[config.mk]
export PLATFORM = sky130hd
export DESIGN_NAME = osc_ctrl
export DESIGN_NICKNAME = d
export VERILOG_FILES = /design/src/design/osc_pkg.sv /design/src/design/osc_agc_if.sv /design/src/design/osc_agc.sv /design/src/design/osc_startup.sv /design/src/design/osc_ctrl.sv
export SDC_FILE = /design/constraint.sdc
export NUM_CORES = 1
export LEC_CHECK = 0
export ABC_AREA = 1
export BUFFER_PORTS_ARGS = -buffer_cell sky130_fd_sc_hd__buf_4
export CAP_MARGIN = 20
export CORE_UTILIZATION = 55
export CTS_CLUSTER_DIAMETER = 200
export CTS_CLUSTER_SIZE = 12
export DETAILED_ROUTE_END_ITERATION = 12
export GPL_ROUTABILITY_DRIVEN = 1
export GPL_TIMING_DRIVEN = 0
export PLACE_DENSITY = 0.91
export SLEW_MARGIN = 20
export SYNTH_ARGS = -nofsm -noshare
export SYNTH_HDL_FRONTEND = slang
export SYNTH_SLANG_ARGS = --single-unit
export TNS_END_PERCENT = 10
[constraint.sdc]
create_clock -name pclk -period 2.4 [get_ports pclk]
set_input_delay 0.48 -clock pclk [delete_from_list [all_inputs] [get_ports pclk]]
set_output_delay 0.48 -clock pclk [all_outputs]
set_load 0.005 [all_outputs]
[src/design/osc_pkg.sv]
// Package: register map, field positions, reset values and timing counts for the oscillator control
package osc_pkg;
  // Register byte addresses
  localparam logic [11:0] ADDR_CRYSTAL_CTRL = 12'h000;
  localparam logic [11:0] ADDR_FAST_CTRL = 12'h004;
  localparam logic [11:0] ADDR_STATUS = 12'h008;
  // Crystal control fields
  localparam int XC_ENABLE_BIT = 1;
  localparam int XC_REQ_GATE_BIT = 7;
  localparam int XC_GAIN_LSB = 8;
  localparam int XC_AGC_BIT = 11;
  localparam int XC_STARTUP_LSB = 12;
  localparam logic [15:0] XC_RESET = 16'h0000;
  // Fast oscillator control fields
  localparam int FC_ENABLE_BIT = 1;
  localparam int FC_STANDBY_BIT = 6;
  localparam int FC_REQ_GATE_BIT = 7;
  localparam logic [7:0] FC_RESET = 8'h82;
  // Status fields
  localparam int ST_XRDY_BIT = 0;
  localparam int ST_XRUN_BIT = 1;
  localparam int ST_FRUN_BIT = 2;
  // Startup timing
  localparam logic [3:0] STARTUP_MIN_CODE = 4'h6;
  localparam logic [3:0] PRE_XTAL_CYCLES = 4'h3;
  localparam int SLOW_CNT_W = 16;
  localparam logic [2:0] GAIN_MAX_CODE = 3'h4;
  // Amplitude control: bus clock cycles between gain steps, less one
  localparam logic [7:0] AGC_PERIOD = 8'hFF;
endpackage : osc_pkg

[src/design/osc_agc_if.sv]
// Interface: amplitude gain control request and answer between top and regulator
`timescale 1ns/1ps
`default_nettype none
interface osc_agc_if;
  logic active;
  logic [2:0] base_gain;
  logic amp_low;
  logic amp_high;
  logic [2:0] gain;
  modport ctrl (output active, output base_gain, output amp_low, output amp_high, input gain);
  modport reg_side (input active, input base_gain, input amp_low, input amp_high, output gain);
endinterface : osc_agc_if
`default_nettype wire

[src/design/osc_agc.sv]
// Automatic amplitude gain regulator for the crystal oscillator
`timescale 1ns/1ps
`default_nettype none
module osc_agc (
  input wire logic pclk,
  input wire logic presetn,
  osc_agc_if.reg_side agc
);
  typedef struct packed {
    logic [2:0] gain;
    logic [7:0] tick;
  } osc_agc_state_t;
  osc_agc_state_t st;
  osc_agc_state_t next_st;

  // Track amplitude detector while active, else follow programmed gain
  always_comb begin
    next_st = st;
    if (!agc.active) begin
      next_st.gain = agc.base_gain;
      next_st.tick = 8'h00;
    end else if (st.tick == osc_pkg::AGC_PERIOD) begin
      next_st.tick = 8'h00;
      if (agc.amp_low && st.gain < osc_pkg::GAIN_MAX_CODE) begin
        next_st.gain = st.gain + 3'h1;
      end else if (agc.amp_high && st.gain != 3'h0) begin
        next_st.gain = st.gain - 3'h1;
      end
    end else begin
      next_st.tick = st.tick + 8'h01;
    end
  end

  // State register
  always_ff @(posedge pclk or negedge presetn) begin
    if (!presetn) begin
      st <= '0;
    end else begin
      st <= next_st;
    end
  end

  assign agc.gain = st.gain;
endmodule : osc_agc
`default_nettype wire

[src/design/osc_startup.sv]
// Crystal start-up timer: three crystal cycles then a selectable number of slow clock cycles
`timescale 1ns/1ps
`default_nettype none
module osc_startup (
  input wire logic pclk,
  input wire logic presetn,
  input wire logic run,
  input wire logic [3:0] startup_code,
  input wire logic xtal_edge,
  input wire logic slow_edge,
  output logic ready
);
  typedef enum logic [2:0] {
    SU_IDLE = 3'b001,
    SU_XTAL = 3'b010,
    SU_SLOW = 3'b100
  } osc_su_phase_t;
  typedef struct packed {
    osc_su_phase_t phase;
    logic [3:0] xcnt;
    logic [osc_pkg::SLOW_CNT_W-1:0] scnt;
    logic ready;
  } osc_su_state_t;
  osc_su_state_t st;
  osc_su_state_t next_st;
  logic [osc_pkg::SLOW_CNT_W-1:0] target;
  logic [3:0] code;

  // Codes below the minimum count as the minimum; count doubles per step
  always_comb begin
    code = (startup_code < osc_pkg::STARTUP_MIN_CODE) ? osc_pkg::STARTUP_MIN_CODE : startup_code;
    target = 16'(17'h00001 << code);
  end

  // Sequencer
  always_comb begin
    next_st = st;
    if (!run) begin
      next_st.phase = SU_IDLE;
      next_st.ready = 1'b0;
      next_st.xcnt = 4'h0;
      next_st.scnt = '0;
    end else begin
      unique case (st.phase)
        SU_IDLE: begin
          if (!st.ready) begin
            next_st.phase = SU_XTAL;
          end
        end
        SU_XTAL: begin
          if (xtal_edge) begin
            next_st.xcnt = st.xcnt + 4'h1;
            if (st.xcnt + 4'h1 == osc_pkg::PRE_XTAL_CYCLES) begin
              next_st.phase = SU_SLOW;
            end
          end
        end
        SU_SLOW: begin
          if (slow_edge) begin
            next_st.scnt = st.scnt + 16'h0001;
            if (st.scnt + 16'h0001 == target) begin
              next_st.phase = SU_IDLE;
              next_st.ready = 1'b1;
            end
          end
        end
        default: next_st.phase = SU_IDLE;
      endcase
    end
  end

  // State register
  always_ff @(posedge pclk or negedge presetn) begin
    if (!presetn) begin
      st <= '{phase: SU_IDLE, xcnt: 4'h0, scnt: '0, ready: 1'b0};
    end else begin
      st <= next_st;
    end
  end

  assign ready = st.ready;
endmodule : osc_startup
`default_nettype wire

[src/design/osc_ctrl.sv]
// Oscillator control top: APB registers, crystal start-up and gain, fast oscillator gating
// Behaviour
// [RL1] After enable wait three crystal cycles, then 64..32768 slow cycles by code.
// [RL2] Software sets auto gain only after crystal ready flag shows settled.
// [RL3] Auto gain bit 1 adjusts gain while running; 0 disables adjustment.
// [RL4] Three-bit gain field selects gain; codes 5 to 7 reserved.
// [RL5] Software programs gain field properly even with auto gain on.
// [RL6] On-demand set: oscillator runs only while some peripheral requests it.
// [RL7] On-demand set and no request: oscillator held disabled.
// [RL8] On-demand clear: oscillator runs whenever enabled, ignoring requests.
// [RL9] On-demand gating stays in force during standby.
// [RL10] Run-in-standby clear: fast oscillator off in standby without request.
// [RL11] Run-in-standby set: not stopped in standby; on-demand still applies.
// [RL12] Enable bit switches oscillator; fast control resets enable=1, on-demand=1.
//
// The implementer's own choices: the placing of the registers and register access over APB.
`timescale 1ns/1ps
`default_nettype none
module osc_ctrl (
  input wire logic pclk,
  input wire logic presetn,
  input wire logic psel,
  input wire logic penable,
  input wire logic pwrite,
  input wire logic [11:0] paddr,
  input wire logic [31:0] pwdata,
  input wire logic [3:0] pstrb,
  output logic [31:0] prdata,
  output logic pready,
  output logic pslverr,
  input wire logic xtal_clk_in,
  input wire logic slow_clk_in,
  input wire logic xtal_req,
  input wire logic fast_req,
  input wire logic standby,
  input wire logic amp_low,
  input wire logic amp_high,
  output logic xtal_run,
  output logic [2:0] xtal_gain,
  output logic xtal_ready,
  output logic fast_run
);
  typedef struct packed {
    logic [15:0] xctrl;
    logic [7:0] fctrl;
    logic [31:0] prdata;
    logic pready;
    logic pslverr;
    logic [1:0] xclk_sync;
    logic [1:0] sclk_sync;
    logic [1:0] xreq_sync;
    logic [1:0] freq_sync;
    logic [1:0] stby_sync;
    logic [1:0] alow_sync;
    logic [1:0] ahigh_sync;
    logic xclk_prev;
    logic sclk_prev;
    logic xtal_run;
    logic [2:0] xtal_gain;
    logic xtal_ready;
    logic fast_run;
  } osc_top_state_t;
  osc_top_state_t st;
  osc_top_state_t next_st;
  logic su_ready;
  logic access;
  logic [31:0] rd_word;
  osc_agc_if agc_bus ();

  // Start-up timer for the crystal
  osc_startup u_startup (
    .pclk(pclk),
    .presetn(presetn),
    .run(st.xtal_run),
    .startup_code(st.xctrl[osc_pkg::XC_STARTUP_LSB +: 4]),
    .xtal_edge(st.xclk_sync[1] & ~st.xclk_prev),
    .slow_edge(st.sclk_sync[1] & ~st.sclk_prev),
    .ready(su_ready)
  );

  // Amplitude regulator runs only once settled and auto gain is on
  assign agc_bus.active = st.xctrl[osc_pkg::XC_AGC_BIT] & st.xtal_run & su_ready; // RL3
  assign agc_bus.base_gain = st.xctrl[osc_pkg::XC_GAIN_LSB +: 3]; // RL4 RL5
  assign agc_bus.amp_low = st.alow_sync[1];
  assign agc_bus.amp_high = st.ahigh_sync[1];

  osc_agc u_agc (
    .pclk(pclk),
    .presetn(presetn),
    .agc(agc_bus.reg_side)
  );

  assign access = psel & penable & ~st.pready;

  // Read multiplexer
  always_comb begin
    rd_word = 32'h0000_0000;
    unique case (paddr)
      osc_pkg::ADDR_CRYSTAL_CTRL: rd_word = {16'h0000, st.xctrl};
      osc_pkg::ADDR_FAST_CTRL: rd_word = {24'h000000, st.fctrl};
      osc_pkg::ADDR_STATUS: begin
        rd_word[osc_pkg::ST_XRDY_BIT] = st.xtal_ready; // RL2
        rd_word[osc_pkg::ST_XRUN_BIT] = st.xtal_run;
        rd_word[osc_pkg::ST_FRUN_BIT] = st.fast_run;
      end
      default: rd_word = 32'h0000_0000;
    endcase
  end

  // Next-state logic
  always_comb begin
    next_st = st;
    // Two-flop synchronisers for pins
    next_st.xclk_sync = {st.xclk_sync[0], xtal_clk_in};
    next_st.sclk_sync = {st.sclk_sync[0], slow_clk_in};
    next_st.xreq_sync = {st.xreq_sync[0], xtal_req};
    next_st.freq_sync = {st.freq_sync[0], fast_req};
    next_st.stby_sync = {st.stby_sync[0], standby};
    next_st.alow_sync = {st.alow_sync[0], amp_low};
    next_st.ahigh_sync = {st.ahigh_sync[0], amp_high};
    next_st.xclk_prev = st.xclk_sync[1];
    next_st.sclk_prev = st.sclk_sync[1];
    // APB: one wait state, answer in the second access cycle
    next_st.pready = access;
    next_st.pslverr = 1'b0;
    if (access) begin
      next_st.pslverr = (paddr != osc_pkg::ADDR_CRYSTAL_CTRL) && (paddr != osc_pkg::ADDR_FAST_CTRL)
                        && (paddr != osc_pkg::ADDR_STATUS);
      next_st.prdata = pwrite ? 32'h0000_0000 : rd_word;
      if (pwrite && paddr == osc_pkg::ADDR_CRYSTAL_CTRL) begin
        if (pstrb[0]) begin
          next_st.xctrl[7:0] = pwdata[7:0];
        end
        if (pstrb[1]) begin
          next_st.xctrl[15:8] = pwdata[15:8];
        end
      end
      if (pwrite && paddr == osc_pkg::ADDR_FAST_CTRL && pstrb[0]) begin
        next_st.fctrl = pwdata[7:0];
      end
    end
    // Crystal run: enable, with on-demand gating
    next_st.xtal_run = st.xctrl[osc_pkg::XC_ENABLE_BIT]
                       & (~st.xctrl[osc_pkg::XC_REQ_GATE_BIT] | st.xreq_sync[1]); // RL6 RL7 RL8 RL12
    next_st.xtal_ready = su_ready & st.xtal_run; // RL1
    next_st.xtal_gain = agc_bus.gain; // RL3 RL4
    // Fast oscillator run: on-demand gating, standby stop without request unless kept running
    if (!st.fctrl[osc_pkg::FC_ENABLE_BIT]) begin
      next_st.fast_run = 1'b0; // RL12
    end else if (st.fctrl[osc_pkg::FC_REQ_GATE_BIT]) begin
      next_st.fast_run = st.freq_sync[1]; // RL6 RL7 RL9 RL10 RL11
    end else if (st.stby_sync[1] && !st.fctrl[osc_pkg::FC_STANDBY_BIT]) begin
      next_st.fast_run = st.freq_sync[1]; // RL10
    end else begin
      next_st.fast_run = 1'b1; // RL8 RL11
    end
  end

  // State register
  always_ff @(posedge pclk or negedge presetn) begin
    if (!presetn) begin
      st <= '{xctrl: osc_pkg::XC_RESET, fctrl: osc_pkg::FC_RESET, default: '0}; // RL12
    end else begin
      st <= next_st;
    end
  end

  assign prdata = st.prdata;
  assign pready = st.pready;
  assign pslverr = st.pslverr;
  assign xtal_run = st.xtal_run;
  assign xtal_gain = st.xtal_gain;
  assign xtal_ready = st.xtal_ready;
  assign fast_run = st.fast_run;
endmodule : osc_ctrl
`default_nettype wire

# Word level (Yosys, flattened, before mapping)
# Index checks and enable logic that the tools add are counted.
# Widths: inputs -> output; s select.
[word_totals]
in_bits = 60
output_inout_bits = 40
word_cells = 112
regBits = 115
[classes]
n_addsub = 5
n_mux = 24
n_bitwise = 13
magnitude_cmp = 2
reduce_logical = 20
shift = 1
eq_ne = 22
[ops]
columns = ["op", "count"]
rows = [
  ["$mux 17", 2],
  ["$mux 32", 1],
  ["$pmux 13 s2", 1],
  ["$mux 24", 1],
  ["$mux 3", 7],
  ["$pmux 3 s3", 2],
  ["$add 16x1->16 const B", 1],
  ["$eq 16x16->1", 1],
  ["$shl 1x4->16 const A", 1],
  ["$eq 12x3->1 const B", 1],
  ["$eq 12x4->1 const B", 1],
  ["$logic_not 12->1", 1],
  ["$ne 12x3->1 const B", 1],
  ["$ne 12x4->1 const B", 1],
  ["$ne 3x2->1 const B", 4],
  ["$reduce_bool 12->1", 1],
  ["$mux 11", 1],
  ["$ne 2x1->1 const B", 5],
  ["$reduce_and 3->1", 3],
  ["$add 8x1->8 const B", 1],
  ["$and 1x1->1", 8],
  ["$eq 8x8->1 const B", 1],
  ["$logic_and 1x1->1", 8],
  ["$mux 4", 2],
  ["other kinds (20)", 31],
]

# Logic depth before layout (Yosys ltp)
[depth]
depth_word = 8
depth_mapped = 16
depth_no_buf = 16

# Modules after synthesis
# A second synthesis with hierarchy kept.
[hier_totals]
cells_unflattened = 629
area_unflattened_um2 = 5272.6
[modules_own_cells]
columns = ["module", "instances", "seq_area_each_um2", "area_per_inst_um2", "cells_per_inst"]
rows = [
  ["osc_ctrl", 1, 1604.0, 2889.0, 290],
  ["osc_startup", 1, 601.8, 1765.4, 258],
  ["osc_agc", 1, 275.3, 618.1, 81],
]

# Least setup slack after synthesis
# Ideal clock, no wire load.
[synth_timing]
kind = "input port to flip-flop"
startpoint = "input port paddr[11]"
endpoint = "register st[78] in the netlist's numbering"
cell_stages = 9
t_required_ns = 2.274
setup_ns = 0.126
n_path_buf = 1
setup_slack_ns = 0.611
arrival_ns = 1.664
path_cell_list = "nor2_1 > nand2_1 > nor2_2 > nand4_1 > inv_2 > nand4_2 > buf_2 > nor2_1 > a21oi_1"
[synth_between]
elab_chain_len = 3
[synth_lines]
columns = ["element", "line_no", "text"]
rows = [
  ["from (decl)", "osc_ctrl.sv:25", "input wire logic [11:0] paddr,"],
  ["$logic_not 12->1", "osc_ctrl.sv:130", "if (pwrite && paddr == osc_pkg::ADDR_CRYSTAL_CTRL) begin"],
  ["$logic_and 1x1->1", "osc_ctrl.sv:130", ""],
  ["$reduce_and 3->1 (no source line)", "--", ""],
  ["to (signal assigned)", "osc_ctrl.sv:164", "st <= next_st;"],
  ["to (decl)", "osc_ctrl.sv:63", "osc_top_state_t st;"],
]
# No other way between the ends.
# A chain may end at the register's enable or synchronous reset.

# Worst setup path in the final report
[layout_timing]
startpoint = "register u_startup.st[2] in the netlist's numbering"
endpoint = "register u_startup.st[22] in the netlist's numbering"
[layout_between]
elab_chain_len = 4
[layout_lines]
columns = ["element", "line_no", "text"]
rows = [
  ["from (decl)", "osc_startup.sv:24", "osc_su_state_t st;"],
  ["from (signal assigned)", "osc_startup.sv:75", "st <= '{phase: SU_IDLE, xcnt: 4'h0, scnt: '0, ready: 1'b0};"],
  ["from (signal assigned)", "osc_startup.sv:77", "st <= next_st;"],
  ["$add 16x1->16", "osc_startup.sv:61", "if (st.scnt + 16'h0001 == target) begin"],
  ["$eq 16x16->1", "osc_startup.sv:61", ""],
  ["$ne 3x2->1 (no source line)", "--", ""],
  ["$reduce_and 5->1 (no source line)", "--", ""],
]
# No other way between the ends.

==> flow_metrics.py <==
metrics = {
    "cts": {
        "numCtsBuffers": 9,
        "clkTransAtPathRegs_ns": 0.10,
        "cts.sinks": 99,
        "cts_max_level": 3,
        "cts_buffer_depth": 2,
        "clock_latency_ns": 0.38,
        "cts_root_buffer": "clkbuf_8",
        "postCtsSetupBuffers": 0,
        "holdBufCountCts": 0,
        "ctsResizeCount": 0,
        "cts_tree": "yes",
    },
    "sta": {
        "slew_viol_final": 0,
        "rsz0062_at_grt": "false",
        "setup_violations": 0,
        "hold_violations": 0,
        "fin_skew_ns": 0.01113,
        "finalCritPeriodShare": 0.8780,
        "max_freq_mhz": 474.6,
        "setup_tns_ns": 0,
        "relSlewSlack": 0.4166,
        "tightest_slew_ns": 0.8751,
        "fin_crit_ns": 2.107,
        "fin_hold_ws_ns": 0.1698,
    },
    "run_status": {
        "status": "complete, no violations",
    },
    "critical_path": {
        "slowest_stage": "dfrtp_1",
        "worstPathCellList": "ha_1 -> nand3_1 -> nor2_4 -> nor2_1 -> a21oi_1 -> nand2_1 -> nand2_1 -> nand3_1 -> nor2_2 -> nand3_2 -> nand2_2 -> nand3_1 -> nand2_1",
        "required_ns": 2.72,
        "critPathMaxFanout": 5,
        "crit_type": "reg -> reg",
        "cp-start-kind": "flop",
        "cp-end-kind": "flop",
        "slowest_delay_ns": 0.42,
        "worstPathArrival_ns": 2.43,
    },
    "global_route": {
        "antenna_found_initial": 0,
        "grt_pass1_wl_um": 18040,
        "grt-ovfl-total": 0,
        "grt_pass1_vias": 4055,
        "track_usage": 0.2549,
        "grt_start_max_net_pins": 100,
    },
    "power": {
        "p_leak_nw": 2.853,
        "powerDensity_nw_per_um2": 503.4,
        "irDropWorstVdd_uv": 381.8,
    },
    "drt": {
        "dr.pass1.iters": 7,
        "vias": 4167,
        "drtAntennaViolNets": 0,
        "wl_um": 10830,
        "drt_iter0_drc": 278,
        "wire_per_inst_um": 13.86,
        "vias_per_cell": 5.335,
        "drc": 0,
    },
    "logic_synthesis": {
        "synth_top_area_cell": "dfrtp_1",
        "synth_area_per_cell_um2": 8.492,
        "synthFlopType": "dfrtp_1",
        "synth_seq_cells": 99,
        "synth_most_common_cell": "nand2_1",
        "synth_top_area_frac": 0.4903,
        "synth_top_cells_by_count": "130 x nand2_1, 96 x dfrtp_1, 69 x inv_1, 53 x nor2_1, 40 x o21ai_0",
        "synthCells": 577,
        "async_reset_ff_frac": 1.000,
        "yosys_warnings": 0,
        "syn_area_um2": 4900,
        "synth_edf_count": 0,
        "synth.area.top_cells": "dfrtp_1 49%, nand2_1 10%, buf_4 5.4%, inv_1 5.3%, o21ai_0 4.1%",
        "synth.distinct_cells": 45,
        "ys_seq_area_frac": 0.5064,
    },
    "cells_and_area": {
        "n_antenna_cell": 0,
        "fin_nets": 733,
        "drive_gt1_frac": 0.2125,
        "syn2layout_area_growth_pct": 18.03,
    },
    "floorplan": {
        "ioPinCount": 100,
        "initial_core_util": 0.5646,
        "row_count": 34,
        "die-width_um": 96.39,
        "core-area_um2": 8678,
        "die_area_um2": 9290,
        "fp.dieH_um": 96.39,
    },
    "flow_run": {
        "cap_viol_max_count": 0,
    },
    "min_path": {
        "hp-class": "in -> async",
    },
    "place": {
        "place_hpwl_um": 7976,
        "gp_congestion": 0.9647,
        "io_buffers": 65,
    },
}
-- cell families after synthesis --
logic type      after synthesis  share of synthesized area
simple gates                263                     0.2459
buf+inv                     115                     0.1159
flops                        99                     0.5064
compound gates               90                     0.1095
fa+ha+maj                     5                    0.01430
xor+xnor                      4                   0.007151
other cells                   1                  0.0007654
-- per-layer routing --
layer	wire length, um	global-route usage
met1	4506	0.3154
met2	5637	0.4433
met3	570	0.05790
met4	110	0.08333
met5	0	0
-- path summary, 6_finish.rpt --
kind | start | to | slack (ns) | cells past startpoint
max | u_startup.st[2] | u_startup.st[22] | 0.29 | 13
min | presetn | u_agc.st[1] | 0.17 | 1
max reg2reg | u_startup.st[2] | u_startup.st[22] | 0.29 | 13
min reg2reg | next_st[21] | next_st[7] | 0.35 | 0
max in group asynchronous | presetn | u_startup.st[3] | 1.63 | 1
min in group pclk | fast_req | next_st[15] | 0.19 | 1
-- registers in the layout (all words and copies together) (netlist names) --
register and cells:
u_agc.st 8, prdata 16, st 26, u_startup.ready 1, xtal_run 1, pslverr 1, agc_bus.amp_low 1, u_agc.agc.gain 3
agc_bus.amp_high 1, pready 1, xtal_gain 3, next_st 9, xtal_ready 1, agc_bus.base_gain 3, fast_run 1, u_startup.st 23
-- layout make-up --
cell class | count | area [um2]
clock buffers | 9 | 123.9
fillers | 697 | 2895
plain buffers | 44 | 301.5
well taps | 108 | 135.1
multi-input cells | 378 | 1907
clock inverters | 7 | 76.32
flip-flops and latches | 99 | 2481
inverters | 71 | 266.5
repair buffers | 65 | 491.7
-- worst max-delay path: cells and delay by family, from the launching register on --
kind	cells	cell delay [ns]
compound gates	1	0.28
fa+ha+maj	1	0.27
simple gates	11	1.07
flops	1	0.42
-- where the power goes --
part / leakage (nW) / internal (mW) / total, mW / switching (mW)
Sequential: 1.26 / 1.68 / 1.69 / 0.00537
Clock: 0.103 / 0.417 / 1.08 / 0.662
Combinational: 1.49 / 0.0683 / 0.144 / 0.0753
Total: 2.85 / 2.17 / 2.91 / 0.743
-- through the flow --
| stage | worst slack [ns] | cell area, um2 | power [mW] | util | cells |
|---|---|---|---|---|---|
| after floorplan | 0.6106 | 4956 | 1.767 | - | 592 |
| after global placement | 0.1295 | 5579 | 1.861 | 0.6429 | 765 |
| after detailed placement | 0.09390 | 5583 | 1.866 | 0.6433 | 765 |
| after CTS | 0.3361 | 5783 | 2.940 | 0.6664 | 781 |
| after global routing | 0.08132 | 5783 | 3.012 | 0.6664 | 781 |
| final | 0.2929 | 5783 | 2.911 | 0.6664 | 781 |
-- cell usage in the layout (no fill, tap or decap), types with 3 or more instances in the layout --
cell type,count
o31ai_1,9
a32o_1,3
ha_1,4
nand3_2,3
conb_1,16
nor2_1,53
dfstp_2,3
buf_4,99
o21ai_0,40
nand3b_1,4
a22o_1,3
nor3_1,4
nor2_2,3
dfrtp_1,96
inv_1,69
nand4_1,14
clkbuf_1,4
inv_8,3
nand2_1,130
buf_2,4
xor2_1,3
clkbuf_8,9
o22ai_1,9
a21oi_1,15
nand3_1,37
(Power assumes the default switching activity.)
